**src/logic/usd_pkg.sv**
```systemverilog
// What this block does
// - One internal stall bit per endpoint, consulted on every host transaction except a setup to the control endpoint.
// - Software cannot clear a stall bit; host Clear Feature or a bus reset clears it.
// - Control endpoint stall bit also clears when a setup is received there.
// - Writing a stall request bit leaves the internal bit untouched until a transaction.
// - Transaction with clear stall bit but request set sets the bit, answers STALL.
// - Both bits clear: stall bit unchanged, transaction processed normally.
// - After Clear Feature, stall is re-set on each transaction while request stays set.
// - Set Feature halt or protocol violation sets stall bit, answers STALL.
// - DMA only for receive endpoint 1 and transmit endpoint 2, byte accesses only.
// - Receive DMA request while selected side holds at least one valid byte.
// - With receive DMA enabled, zero-length packets are dropped, not stored.
// - Under receive DMA, draining the selected side frees it and switches sides.
// - Transmit DMA request whenever the fill side has free space.
// - Under transmit DMA, a 64-byte fill arms that side and switches sides.
// - Inhibited pull-up with cable attached, both lines low, acts as bus reset.
// - While bus power sense is low, powered state reads 0, data lines ignored.
// - Suspend routing set drives one external line from suspend, one from wake.
// - Set-configuration reception is flagged and config valid reads 1.
// - Two 64-byte sides per bulk endpoint; receive answers NAK when both full.
package usd_pkg;

  localparam int          EP_BITS          = 2;
  localparam logic [1:0]  EP_CTRL          = 2'h0;
  localparam logic [1:0]  EP_RX            = 2'h1;
  localparam logic [1:0]  EP_TX            = 2'h2;
  localparam logic [6:0]  MAX_PKT          = 7'h40;

  localparam logic [7:0]  ADDR_CONTROL     = 8'h00;
  localparam logic [7:0]  ADDR_TRIGGER     = 8'h04;
  localparam logic [7:0]  ADDR_STATUS      = 8'h08;
  localparam logic [7:0]  ADDR_FLAGS       = 8'h0c;

  localparam int          CTL_RX_DMA       = 4;
  localparam int          CTL_TX_DMA       = 5;
  localparam int          CTL_SUSP_ROUTE   = 6;
  localparam int          TRG_READ_FINISH  = 0;
  localparam int          TRG_PACKET_EN    = 1;
  localparam int          ST_RX_REQ        = 4;
  localparam int          ST_TX_REQ        = 5;
  localparam int          ST_CFG_VALID     = 6;
  localparam int          ST_BUS_RESET     = 7;
  localparam int          ST_POWERED       = 8;
  localparam int          ST_RX_SEL        = 9;
  localparam int          ST_TX_WSEL       = 10;
  localparam int          ST_TX_RSEL       = 11;
  localparam int          ST_RX_FULL       = 12;
  localparam int          ST_TX_FULL       = 14;
  localparam int          ST_RX_CNT        = 16;
  localparam int          FLG_SET_CONFIG   = 0;
  localparam int          FLG_SUSPEND      = 1;
  localparam int          FLG_AWAKE        = 2;
  localparam logic [6:0]  CONTROL_RESET    = 7'h00;

  typedef enum logic [1:0] {
    USD_TOK_SETUP = 2'b00,
    USD_TOK_OUT   = 2'b01,
    USD_TOK_IN    = 2'b10
  } usd_tok_e;

  typedef enum logic [1:0] {
    USD_HS_ACK   = 2'b00,
    USD_HS_NAK   = 2'b01,
    USD_HS_STALL = 2'b10,
    USD_HS_DATA  = 2'b11
  } usd_hs_e;

  typedef struct packed {
    logic               valid;
    logic [EP_BITS-1:0] ep;
    usd_tok_e           tok;
    logic [6:0]         len;
  } usd_txn_s;

  typedef struct packed {
    logic               valid;
    logic               set;
    logic [EP_BITS-1:0] ep;
  } usd_feat_s;

endpackage : usd_pkg

```
**src/logic/usd_stall_dma_ctrl.sv**
```systemverilog
`timescale 1ns/1ps
module usd_stall_dma_ctrl
  import usd_pkg::*;
#(
  parameter int NUM_EP = 4
) (
  input  wire logic               clock,
  input  wire logic               resetn,
  input  wire logic               hsel,
  input  wire logic [31:0]        haddr,
  input  wire logic [1:0]         htrans,
  input  wire logic               hwrite,
  input  wire logic [2:0]         hsize,
  input  wire logic [31:0]        hwdata,
  input  wire logic               hready,
  output logic                    hreadyout,
  output logic                    hresp,
  output logic [31:0]             hrdata,
  input  wire usd_txn_s           txn,
  input  wire usd_feat_s          feat,
  input  wire logic               viol_valid,
  input  wire logic [EP_BITS-1:0] viol_ep,
  output logic                    hs_valid,
  output usd_hs_e                 hs_code,
  input  wire logic               tx_host_ack,
  input  wire logic               rx_byte_rd,
  input  wire logic               tx_byte_wr,
  output logic                    rx_dma_req,
  output logic                    tx_dma_req,
  input  wire logic               vbus_pin,
  input  wire logic               dp_pin,
  input  wire logic               dm_pin,
  output logic                    usb_bus_reset,
  output logic                    usb_powered,
  input  wire logic               suspend_evt,
  input  wire logic               awake_evt,
  input  wire logic               set_config_evt,
  output logic                    config_valid,
  output logic                    suspend_ext_interrupt,
  output logic                    wake_ext_interrupt
);

  ////////////////////////////////////////////////////////////////////////////
  logic [2:0]        pin_s1_r;
  logic [2:0]        pin_s2_r;
  logic              bus_reset_r;
  logic              powered_r;
  logic              ap_wr_r;
  logic [7:0]        ap_addr_r;
  logic [31:0]       hrdata_r;
  logic [NUM_EP-1:0] stall_req_r;
  logic              rx_dma_en_r;
  logic              tx_dma_en_r;
  logic              susp_route_r;
  logic [NUM_EP-1:0] stall_r;
  logic [NUM_EP-1:0] stall_nxt;
  logic              hs_valid_r;
  usd_hs_e           hs_code_r;
  usd_hs_e           hs_nxt;
  logic [6:0]        rx_cnt_r [2];
  logic [1:0]        rx_full_r;
  logic              rx_sel_r;
  logic [6:0]        tx_cnt_r [2];
  logic [1:0]        tx_full_r;
  logic              tx_wsel_r;
  logic              tx_rsel_r;
  logic [2:0]        flags_r;
  logic              cfg_valid_r;
  logic              susp_int_r;
  logic              wake_int_r;

  ////////////////////////////////////////////////////////////////////////////
  // Pin synchronisers: vbus, d+, d-
  always_ff @(posedge clock or negedge resetn) begin
    if (!resetn) begin
      pin_s1_r <= 3'h0;
      pin_s2_r <= 3'h0;
    end else begin
      pin_s1_r <= {vbus_pin, dp_pin, dm_pin};
      pin_s2_r <= pin_s1_r;
    end
  end

  always_ff @(posedge clock or negedge resetn) begin
    if (!resetn) begin
      bus_reset_r <= 1'b0;
      powered_r   <= 1'b0;
    end else begin
      bus_reset_r <= pin_s2_r[2] & ~pin_s2_r[1] & ~pin_s2_r[0];
      powered_r   <= pin_s2_r[2];
    end
  end

  ////////////////////////////////////////////////////////////////////////////
  // AHB-Lite slave, zero wait states
  logic ap_take;
  logic wr_control;
  logic wr_trigger;
  logic wr_flags;
  logic read_finish_trigger_pulse;
  logic packet_enable_trigger_pulse;

  assign ap_take    = hsel & htrans[1] & hready;
  assign wr_control = ap_wr_r & (ap_addr_r == ADDR_CONTROL);
  assign wr_trigger = ap_wr_r & (ap_addr_r == ADDR_TRIGGER);
  assign wr_flags   = ap_wr_r & (ap_addr_r == ADDR_FLAGS);
  assign read_finish_trigger_pulse = wr_trigger & hwdata[TRG_READ_FINISH];
  assign packet_enable_trigger_pulse = wr_trigger & hwdata[TRG_PACKET_EN];

  always_ff @(posedge clock or negedge resetn) begin
    if (!resetn) begin
      ap_wr_r   <= 1'b0;
      ap_addr_r <= 8'h00;
    end else begin
      ap_wr_r   <= ap_take & hwrite;
      ap_addr_r <= haddr[7:0];
    end
  end

  logic [31:0] status_word;
  logic [31:0] rd_word;

  always_comb begin
    status_word                                = 32'h0;
    status_word[NUM_EP-1:0]                    = stall_r;
    status_word[ST_RX_REQ]                     = rx_dma_req;
    status_word[ST_TX_REQ]                     = tx_dma_req;
    status_word[ST_CFG_VALID]                  = cfg_valid_r;
    status_word[ST_BUS_RESET]                  = bus_reset_r;
    status_word[ST_POWERED]                    = powered_r;
    status_word[ST_RX_SEL]                     = rx_sel_r;
    status_word[ST_TX_WSEL]                    = tx_wsel_r;
    status_word[ST_TX_RSEL]                    = tx_rsel_r;
    status_word[ST_RX_FULL+1:ST_RX_FULL]       = rx_full_r;
    status_word[ST_TX_FULL+1:ST_TX_FULL]       = tx_full_r;
    status_word[ST_RX_CNT+6:ST_RX_CNT]         = rx_cnt_r[rx_sel_r];
    rd_word                                    = 32'h0;
    unique case (haddr[7:0])
      ADDR_CONTROL: begin
        rd_word[NUM_EP-1:0]    = stall_req_r;
        rd_word[CTL_RX_DMA]    = rx_dma_en_r;
        rd_word[CTL_TX_DMA]    = tx_dma_en_r;
        rd_word[CTL_SUSP_ROUTE] = susp_route_r;
      end
      ADDR_STATUS: rd_word = status_word;
      ADDR_FLAGS:  rd_word[2:0] = flags_r;
      default:     rd_word = 32'h0;
    endcase
  end

  always_ff @(posedge clock or negedge resetn) begin
    if (!resetn) begin
      hrdata_r <= 32'h0;
    end else if (ap_take & ~hwrite) begin
      hrdata_r <= rd_word;
    end
  end

  assign hreadyout = 1'b1;
  assign hresp     = 1'b0;
  assign hrdata    = hrdata_r;

  always_ff @(posedge clock or negedge resetn) begin
    if (!resetn) begin
      {susp_route_r, tx_dma_en_r, rx_dma_en_r, stall_req_r} <= CONTROL_RESET;
    end else if (wr_control) begin
      stall_req_r  <= hwdata[NUM_EP-1:0];
      rx_dma_en_r  <= hwdata[CTL_RX_DMA];
      tx_dma_en_r  <= hwdata[CTL_TX_DMA];
      susp_route_r <= hwdata[CTL_SUSP_ROUTE];
    end
  end

  ////////////////////////////////////////////////////////////////////////////
  // Transaction decode
  logic txn_setup0;
  logic stall_hit;
  logic rx_out;
  logic rx_both_full;
  logic rx_accept;
  logic rx_put;

  assign txn_setup0   = txn.valid & (txn.tok == USD_TOK_SETUP) & (txn.ep == EP_CTRL);
  assign stall_hit    = ~txn_setup0 & (stall_r[txn.ep] | stall_req_r[txn.ep]);
  assign rx_out       = txn.valid & (txn.ep == EP_RX) & (txn.tok == USD_TOK_OUT);
  assign rx_both_full = &rx_full_r;
  assign rx_accept    = rx_out & ~stall_hit & ~rx_both_full & ~(rx_dma_en_r & (txn.len == 7'h00));
  assign rx_put       = rx_full_r[rx_sel_r] ? ~rx_sel_r : rx_sel_r;

  always_comb begin
    hs_nxt = USD_HS_NAK;
    if (txn_setup0) begin
      hs_nxt = USD_HS_ACK;
    end else if (stall_hit) begin
      hs_nxt = USD_HS_STALL;
    end else if (txn.ep == EP_RX) begin
      hs_nxt = (rx_out & ~rx_both_full) ? USD_HS_ACK : USD_HS_NAK;
    end else if (txn.ep == EP_TX) begin
      hs_nxt = ((txn.tok == USD_TOK_IN) & tx_full_r[tx_rsel_r]) ? USD_HS_DATA : USD_HS_NAK;
    end else begin
      hs_nxt = (txn.tok == USD_TOK_IN) ? USD_HS_NAK : USD_HS_ACK;
    end
  end

  always_ff @(posedge clock or negedge resetn) begin
    if (!resetn) begin
      hs_valid_r <= 1'b0;
      hs_code_r  <= USD_HS_ACK;
    end else begin
      hs_valid_r <= txn.valid;
      hs_code_r  <= hs_nxt;
    end
  end

  assign hs_valid = hs_valid_r;
  assign hs_code  = hs_code_r;

  ////////////////////////////////////////////////////////////////////////////
  // Internal stall bits
  always_comb begin
    stall_nxt = stall_r;
    if (feat.valid & ~feat.set) begin
      stall_nxt[feat.ep] = 1'b0;
    end
    if (txn.valid) begin
      if (txn_setup0) begin
        stall_nxt[EP_CTRL] = 1'b0;
      end else if (stall_req_r[txn.ep]) begin
        stall_nxt[txn.ep] = 1'b1;
      end
    end
    if (feat.valid & feat.set) begin
      stall_nxt[feat.ep] = 1'b1;
    end
    if (viol_valid) begin
      stall_nxt[viol_ep] = 1'b1;
    end
  end

  always_ff @(posedge clock or negedge resetn) begin
    if (!resetn) begin
      stall_r <= '0;
    end else if (bus_reset_r) begin
      stall_r <= '0;
    end else begin
      stall_r <= stall_nxt;
    end
  end

  ////////////////////////////////////////////////////////////////////////////
  // Receive endpoint, two sides
  logic rx_take;
  logic rx_fin;

  assign rx_take = rx_byte_rd & rx_full_r[rx_sel_r] & (rx_cnt_r[rx_sel_r] != 7'h00);
  assign rx_fin  = rx_full_r[rx_sel_r] &
                   ((rx_dma_en_r & rx_take & (rx_cnt_r[rx_sel_r] == 7'h01)) | read_finish_trigger_pulse);

  always_ff @(posedge clock or negedge resetn) begin
    if (!resetn) begin
      rx_cnt_r[0] <= 7'h00;
      rx_cnt_r[1] <= 7'h00;
      rx_full_r   <= 2'h0;
      rx_sel_r    <= 1'b0;
    end else if (bus_reset_r) begin
      rx_cnt_r[0] <= 7'h00;
      rx_cnt_r[1] <= 7'h00;
      rx_full_r   <= 2'h0;
      rx_sel_r    <= 1'b0;
    end else begin
      if (rx_accept) begin
        rx_full_r[rx_put] <= 1'b1;
        rx_cnt_r[rx_put]  <= (txn.len > MAX_PKT) ? MAX_PKT : txn.len;
      end
      if (rx_take) begin
        rx_cnt_r[rx_sel_r] <= rx_cnt_r[rx_sel_r] - 7'h01;
      end
      if (rx_fin) begin
        rx_full_r[rx_sel_r] <= 1'b0;
        rx_cnt_r[rx_sel_r]  <= 7'h00;
        rx_sel_r            <= ~rx_sel_r;
      end
    end
  end

  assign rx_dma_req = rx_dma_en_r & rx_full_r[rx_sel_r] & (rx_cnt_r[rx_sel_r] != 7'h00);

  ////////////////////////////////////////////////////////////////////////////
  // Transmit endpoint, two sides
  logic tx_put;
  logic tx_arm;
  logic tx_sent;

  assign tx_put  = tx_byte_wr & ~tx_full_r[tx_wsel_r] & (tx_cnt_r[tx_wsel_r] < MAX_PKT);
  assign tx_arm  = ~tx_full_r[tx_wsel_r] &
                   ((tx_dma_en_r & tx_put & (tx_cnt_r[tx_wsel_r] == MAX_PKT - 7'h01)) | packet_enable_trigger_pulse);
  assign tx_sent = tx_host_ack & tx_full_r[tx_rsel_r];

  always_ff @(posedge clock or negedge resetn) begin
    if (!resetn) begin
      tx_cnt_r[0] <= 7'h00;
      tx_cnt_r[1] <= 7'h00;
      tx_full_r   <= 2'h0;
      tx_wsel_r   <= 1'b0;
      tx_rsel_r   <= 1'b0;
    end else if (bus_reset_r) begin
      tx_cnt_r[0] <= 7'h00;
      tx_cnt_r[1] <= 7'h00;
      tx_full_r   <= 2'h0;
      tx_wsel_r   <= 1'b0;
      tx_rsel_r   <= 1'b0;
    end else begin
      if (tx_put) begin
        tx_cnt_r[tx_wsel_r] <= tx_cnt_r[tx_wsel_r] + 7'h01;
      end
      if (tx_arm) begin
        tx_full_r[tx_wsel_r] <= 1'b1;
        tx_wsel_r            <= ~tx_wsel_r;
      end
      if (tx_sent) begin
        tx_full_r[tx_rsel_r] <= 1'b0;
        tx_cnt_r[tx_rsel_r]  <= 7'h00;
        tx_rsel_r            <= ~tx_rsel_r;
      end
    end
  end

  assign tx_dma_req = tx_dma_en_r & ~tx_full_r[tx_wsel_r];

  ////////////////////////////////////////////////////////////////////////////
  // Event flags, write one to clear, set wins
  logic [2:0] flag_set;

  assign flag_set = {awake_evt, suspend_evt, set_config_evt};

  always_ff @(posedge clock or negedge resetn) begin
    if (!resetn) begin
      flags_r <= 3'h0;
    end else begin
      flags_r <= (flags_r & ~(wr_flags ? hwdata[2:0] : 3'h0)) | flag_set;
    end
  end

  always_ff @(posedge clock or negedge resetn) begin
    if (!resetn) begin
      cfg_valid_r <= 1'b0;
    end else if (set_config_evt) begin
      cfg_valid_r <= 1'b1;
    end else if (bus_reset_r) begin
      cfg_valid_r <= 1'b0;
    end
  end

  assign config_valid = cfg_valid_r;

  always_ff @(posedge clock or negedge resetn) begin
    if (!resetn) begin
      susp_int_r <= 1'b0;
      wake_int_r <= 1'b0;
    end else begin
      susp_int_r <= susp_route_r & flags_r[FLG_SUSPEND];
      wake_int_r <= susp_route_r & flags_r[FLG_AWAKE];
    end
  end

  assign suspend_ext_interrupt = susp_int_r;
  assign wake_ext_interrupt    = wake_int_r;
  assign usb_bus_reset         = bus_reset_r;
  assign usb_powered           = powered_r;

endmodule : usd_stall_dma_ctrl

```
**config.mk**
```make
export PLATFORM = sky130hd
export DESIGN_NAME = usd_stall_dma_ctrl
export DESIGN_NICKNAME = d
export VERILOG_FILES = /design/src/logic/usd_pkg.sv /design/src/logic/usd_stall_dma_ctrl.sv
export SDC_FILE = /design/constraint.sdc
export NUM_CORES = 1
export LEC_CHECK = 0
export ABC_AREA = 1
export BUFFER_PORTS_ARGS = -buffer_cell sky130_fd_sc_hd__clkbuf_2
export CORE_MARGIN = 2
export CORE_UTILIZATION = 52
export DETAILED_ROUTE_END_ITERATION = 10
export GPL_TIMING_DRIVEN = 0
export PLACE_DENSITY = 0.8
export RECOVER_POWER = 25
export SYNTH_ARGS = -nofsm -noshare
export SYNTH_HDL_FRONTEND = slang
export SYNTH_SLANG_ARGS = --single-unit
```
**constraint.sdc**
```tcl
create_clock -name clock -period 2 [get_ports clock]
set_clock_uncertainty 0.05 [all_clocks]
set_input_delay 0.4 -clock clock [delete_from_list [all_inputs] [get_ports clock]]
set_output_delay 0.4 -clock clock [all_outputs]
set_load 0.02 [all_outputs]
```
==> results of run 1 <==
kinds of logic after synthesis:
group / count (synthesis) / synth area share
DFF: 95 / 0.473
muxes: 4 / 0.00896
xor gates and xnor gates: 5 / 0.00871
adders and majority gates: 4 / 0.00996
AOI/OAI and AO/OA: 71 / 0.0797
buffers and inverters: 107 / 0.0944
and+or+nand+nor: 358 / 0.324
other: 2 / 0.00149
what timing repair did:
item | in CTS | in global routing
endpoints found under the setup margin | 31 | 33
setup buffers | 5 | 10
gates cloned | 0 | 1
hold buffers | 0 | 0
pin swaps | 2 | 17
resized for setup | 26 | 49
critical path: stages, from the launching register on:
cell and delay, ns:
dfrtp_2 0.45, buf_12 0.15, o21ai_4 0.19, inv_2 0.08, ha_4 0.17, nand3_4 0.10
inv_2 0.05, nand2_4 0.07, nand2_4 0.05, nor2_4 0.13, buf_8 0.12
final cells by class:
| cell class | instances | area (um2) | share of cell area |
|---|---|---|---|
| multi-input cells | 454 | 2480 | 0.396 |
| flip-flops and latches | 95 | 2380 | 0.380 |
| repair buffers | 95 | 556 | 0.0888 |
| inverters | 85 | 339 | 0.0542 |
| well taps | 129 | 161 | 0.0258 |
| plain buffers | 22 | 155 | 0.0248 |
| clock buffers | 9 | 124 | 0.0198 |
| clock inverters | 7 | 63.8 | 0.0102 |
where the power goes:
| group | internal [mW] | total, mW | switching [mW] | leakage [nW] |
|---|---|---|---|---|
| clock | 0.481 | 1.24 | 0.760 | 0.0903 |
| sequential | 2.10 | 2.22 | 0.115 | 1.21 |
| combinational | 0.664 | 1.72 | 1.06 | 2.12 |
| total | 3.25 | 5.18 | 1.94 | 3.41 |
how the worst min path moves through the flow:
stage	depth (start not counted)	slack [ns]	end	from
floorplan	0	0.05	ap_addr_r[0]	resetn
global placement	0	0.28	pin_s2_r[1]	pin_s1_r[1]
finish	1	0.08	pin_s1_r[2]	vbus_pin
CTS	1	0.003	flags_r[2]	resetn
global route	1	0.06	pin_s1_r[0]	dm_pin
detailed placement	0	0.29	pin_s2_r[0]	pin_s1_r[0]
cell usage in the layout, fill, tap and decap left out, types with 10 or more instances in the layout:
master	count
nand4_1	14
clkbuf_1	12
conb_1	11
o21ai_0	29
nand2_4	10
clkbuf_2	70
buf_4	26
nor2_1	63
inv_1	76
a21oi_1	15
dfrtp_1	93
nand2_1	173
nand3_1	47
through the flow:
| stage | power [mW] | util | worst slack [ns] | hold slack [ns] | cell area, um2 |
|---|---|---|---|---|---|
| 2_1_floorplan | 3.17 | - | 0.00683 | 0.0544 | 5070 |
| 3_3_place_gp | 3.44 | 0.603 | -0.624 | 0.283 | 5620 |
| 3_5_place_dp | 3.51 | 0.606 | -0.396 | 0.288 | 5650 |
| 4_1_cts | 4.87 | 0.640 | -0.348 | 0.00314 | 5970 |
| 5_1_grt | 5.47 | 0.671 | -0.418 | 0.0605 | 6260 |
| 6_report | 5.18 | 0.671 | -0.375 | 0.0808 | 6260 |
metal layers:
| layer | vias to the layer above | share of wire | wire [um] |
|---|---|---|---|
| li1 | 2258 | - | - |
| met1 | 2278 | 0.41 | 5420 |
| met2 | 167 | 0.51 | 6820 |
| met3 | 23 | 0.064 | 859 |
| met4 | 0 | 0.018 | 239 |
| met5 | - | 0 | 0 |
registers in the layout, summed over array words and instances (netlist names), 2 cells and up:
signal       flops
tx_full_r        2
ap_addr_r        8
stall_r          4
tx_cnt_r        14
hs_code          2
hrdata          23
pin_s2_r         3
pin_s1_r         3
flags_r          3
stall_req_r      4
rx_cnt_r        14
rx_full_r        2
==> impl_metrics.yaml, run 1 <==
synth:
  synth_edf_count: 0
  syn-cell-area_um2: 5020
  yosysTopAreaCellShare: 0.473
  yosysWarnings: 0
  post-synth-top-count-cell: "nand2_1"
  synth_area_leaders: "dfrtp_1 (47%), nand2_1 (14%), inv_1 (5.9%), nand3_1 (5.2%), nor2_1 (5.2%)"
  synth_top_cell_by_area: "dfrtp_1"
  netlist_instances: 646
  ys_seq_area_frac: 0.473
  synth.distinct_cells: 42
  avgSynthCellArea_um2: 7.78
  ys_seq_elements: 95
  synthTopCellsByCount: "nand2_1 (181), dfrtp_1 (95), inv_1 (79), nor2_1 (69), nand3_1 (52)"
  synthArstFlopShare: 1.00
  synth_ff_type: "dfrtp_1"
timing:
  period_share: 1.19
  fin_ws_ns: -0.375
  tightest_slew_ns: 1.02
  slew_headroom: 0.321
  rsz0062_at_grt: "yes"
  hold_viol: 0
  finalCriticalPeriod_ns: 2.38
  slew_violations: 0
  fin_tns_setup_ns: -0.914
  setup_viol: 18
  fmax_mhz: 421
detailed_routing:
  dr.pass1.iters: 5
  ant_nets: 0
  drc_errors: 0
  vias_per_cell: 5.27
  first_iter_violations: 378
  drt-total-wl_mm: 13.3
  vias: 4726
  avgRoutedWirePerCell_um: 14.9
worst_setup_path:
  r2r_slack_ns: -0.07
  end_kind: "output port"
  endpoint: "rx_dma_req"
  reg2reg_from: "rx_sel_r"
  worstPathRequired_ns: 1.55
  critPathLaunchType: "flip-flop"
  rr_endpoint: "rx_cnt_r[6]"
  cp_max_fo: 7
  crit_type: "flip-flop to output port"
  crit_path_start: "rx_sel_r"
  arrival_ns: 1.93
  reg2reg_depth: 11
clock_tree:
  cts_inserted_buffers: 9
  clock_latency_ns: 0.38
  cts_tree: "done"
  clkTransAtPathRegs_ns: 0.10
  root_buffer: "clkbuf_8"
  h-tree-depth: 3
  cts.sinks: 95
  cts_max_path_buffers: 2
global_routing:
  grt_max_degree: 58
  antenna_found_initial: 0
  use_met2: 0.446
  met1_usage: 0.323
  grt_pass1_vias: 4515
  use_met3: 0.0404
  grt_overflow_total: 0
  grt_usage: 0.256
  busiest_layer: "met2"
  grt_pass1_wl_mm: 20.7
floorplanning:
  die_w_um: 102
  io_pins: 146
  fp.dieH_um: 102
  die_area_um2: 10500
  core_area_um2: 9330
  start_util: 0.539
  core.rowCount: 35
power_and_ir_drop:
  p_leak_nw: 3.41
  p_per_area_nw_per_um2: 828
  peakVddDrop_v: 0.000691
hold_path:
  min_path_type: "input port to flip-flop"
run_status:
  violations: "negative setup slack"
  outcome: "complete, but fails checks"
finish:
  diodes: 0
  final_cell_count_no_fill: 896
  syn2layout_area_growth_pct: 24.6
  drive_gt1_frac: 0.269
  nFillCells: 753
  fin_nets: 868
place:
  dp_cells: 864
  portBuffers: 79
  detailed_place_hpwl_mm: 9.20
  place_congestion: 0.920
run:
  max_cap_viol_count: 0
Note: power is estimated with default switching activity, not from simulation.
==> run 2, diff against run 1 <==
HOLD_SLACK_MARGIN = 0.15   (was unset)
==> impl_metrics.yaml, run 2 (synthesis results as in run 1) <==
clock_tree:
  h-tree-depth: 3
  cts_tree: "done"
  root_buffer: "clkbuf_8"
  cts.sinks: 95
  clkTransAtPathRegs_ns: 0.11
  cts_max_path_buffers: 2
  clock_latency_ns: 0.37
  cts_inserted_buffers: 9
worst_setup_path:
  crit_path_start: "rx_sel_r"
  endpoint: "rx_dma_req"
  crit_type: "flip-flop to output port"
  rr_endpoint: "rx_cnt_r[6]"
  reg2reg_from: "rx_sel_r"
  worstPathRequired_ns: 1.55
  end_kind: "output port"
  cp_max_fo: 7
  r2r_slack_ns: -0.06
  arrival_ns: 1.92
  critPathLaunchType: "flip-flop"
  reg2reg_depth: 11
floorplanning:
  die_area_um2: 10500
  io_pins: 146
  core.rowCount: 35
  fp.dieH_um: 102
  die_w_um: 102
  core_area_um2: 9330
  start_util: 0.539
detailed_routing:
  drt-total-wl_mm: 13.6
  drc_errors: 0
  dr.pass1.iters: 7
  vias: 4790
  avgRoutedWirePerCell_um: 15.0
  vias_per_cell: 5.27
  first_iter_violations: 369
  ant_nets: 0
global_routing:
  grt_pass1_wl_mm: 21.0
  grt_max_degree: 58
  grt_usage: 0.259
  grt_overflow_total: 0
  antenna_found_initial: 0
  grt_pass1_vias: 4555
timing:
  holdWs_ns: 0.160
  slew_headroom: 0.323
  setup_viol: 18
  tightest_slew_ns: 1.02
  fin_ws_ns: -0.367
  fmax_mhz: 422
  period_share: 1.18
  hold_viol: 0
  finalCriticalPeriod_ns: 2.37
  slew_violations: 0
  fin_tns_setup_ns: -0.867
  rsz0062_at_grt: "yes"
power_and_ir_drop:
  intPower_mw: 3.26
  power_frac_seq: 0.426
  p_leak_nw: 3.48
  p_switching_mw: 1.94
  p_per_area_nw_per_um2: 813
  finalPower_mw: 5.21
  clkPwrFrac: 0.238
  pwr-share-comb: 0.336
  peakVddDrop_v: 0.000691
  p_sw_frac: 0.373
finish:
  fin_nets: 881
  stdcell_area_um2: 6400
  nFillCells: 738
  layout_commonest_cell: "nand2_1"
  postLayoutCoreUtil: 0.687
  final_cell_mix: "nand2_1 (172), dfrtp_1 (93), inv_1 (76)"
  largest_reg_flops: 23
  final_cell_count_no_fill: 909
  diodes: 0
  drive_gt1_frac: 0.268
  syn2layout_area_growth_pct: 27.4
place:
  dp_cells: 864
  portBuffers: 79
  postPlaceCellArea_um2: 5650
  place_ws_ns: -0.396
  place_congestion: 0.920
  detailed_place_hpwl_mm: 9.20
run_status:
  violations: "negative setup slack"
  outcome: "complete, but fails checks"
run:
  max_cap_viol_count: 0
hold_path:
  min_path_type: "input port to flip-flop"
run 2: changes by cell type in the layout (fill, tap and decap cells not counted):
cell	previous run	this run
nor3_4	2	3
nor3_1	4	3
clkbuf_2	70	71
nand2_2	9	10
dlygate4sd3_1	0	13
nand2_1	173	172
clkbuf_1	12	11
run 2: per-layer routing:
| metal | global-route usage | vias to the layer above | routed length [um] |
|---|---|---|---|
| met3 | 0.0404 | 15 | 998 |
| met2 | 0.451 | 182 | 6940 |
| met1 | 0.329 | 2312 | 5490 |
| met5 | 0 | - | 0 |
| li1 | - | 2281 | - |
| met4 | 0.0913 | 0 | 204 |
run 2: how the worst min path moves through the flow:
stage	start	to	depth (start not counted)
final	awake_evt	flags_r[2]	3
after global routing	awake_evt	flags_r[2]	3
after CTS	awake_evt	flags_r[2]	3
after detailed placement	pin_s1_r[0]	pin_s2_r[0]	0
after global placement	pin_s1_r[1]	pin_s2_r[1]	0
after floorplan	resetn	ap_addr_r[0]	0
run 2: critical path, stage by stage, from the launching register on:
cell     delay (ns)
dfrtp_2        0.45
buf_12         0.15
o21ai_4        0.18
inv_2          0.08
ha_4           0.17
nand3_4        0.10
inv_2          0.05
nand2_4        0.07
nand2_4        0.05
nor2_4         0.13
buf_8          0.12
run 2: power groups by stage:
| stage | combinational, mW | clock, mW | sequential [mW] |
|---|---|---|---|
| floorplan | 0.936 | 0 | 2.23 |
| global placement | 1.21 | 0 | 2.24 |
| detailed placement | 1.27 | 0 | 2.24 |
| CTS | 1.42 | 1.25 | 2.21 |
| global route | 1.92 | 1.34 | 2.24 |
| finish | 1.75 | 1.24 | 2.22 |
run 2: layout make-up:
class | instances | area, um2 | share of cell area
inverter | 85 | 339 | 0.0530
buffer | 22 | 156 | 0.0244
clock inverter | 7 | 63.8 | 0.00996
clock buffer | 9 | 124 | 0.0193
sequential | 95 | 2380 | 0.372
timing repair buffer | 108 | 686 | 0.107
multi-input combinational | 454 | 2490 | 0.389
tap | 129 | 161 | 0.0252
run 2: what timing repair did:
item	4_1_cts	5_1_grt
endpoints found under the setup margin	31	45
cloned	0	1
hold buffers	13	0
gates resized for setup	26	54
pin swaps	2	17
hold endpoints to repair	50	0
buffers inserted	5	10
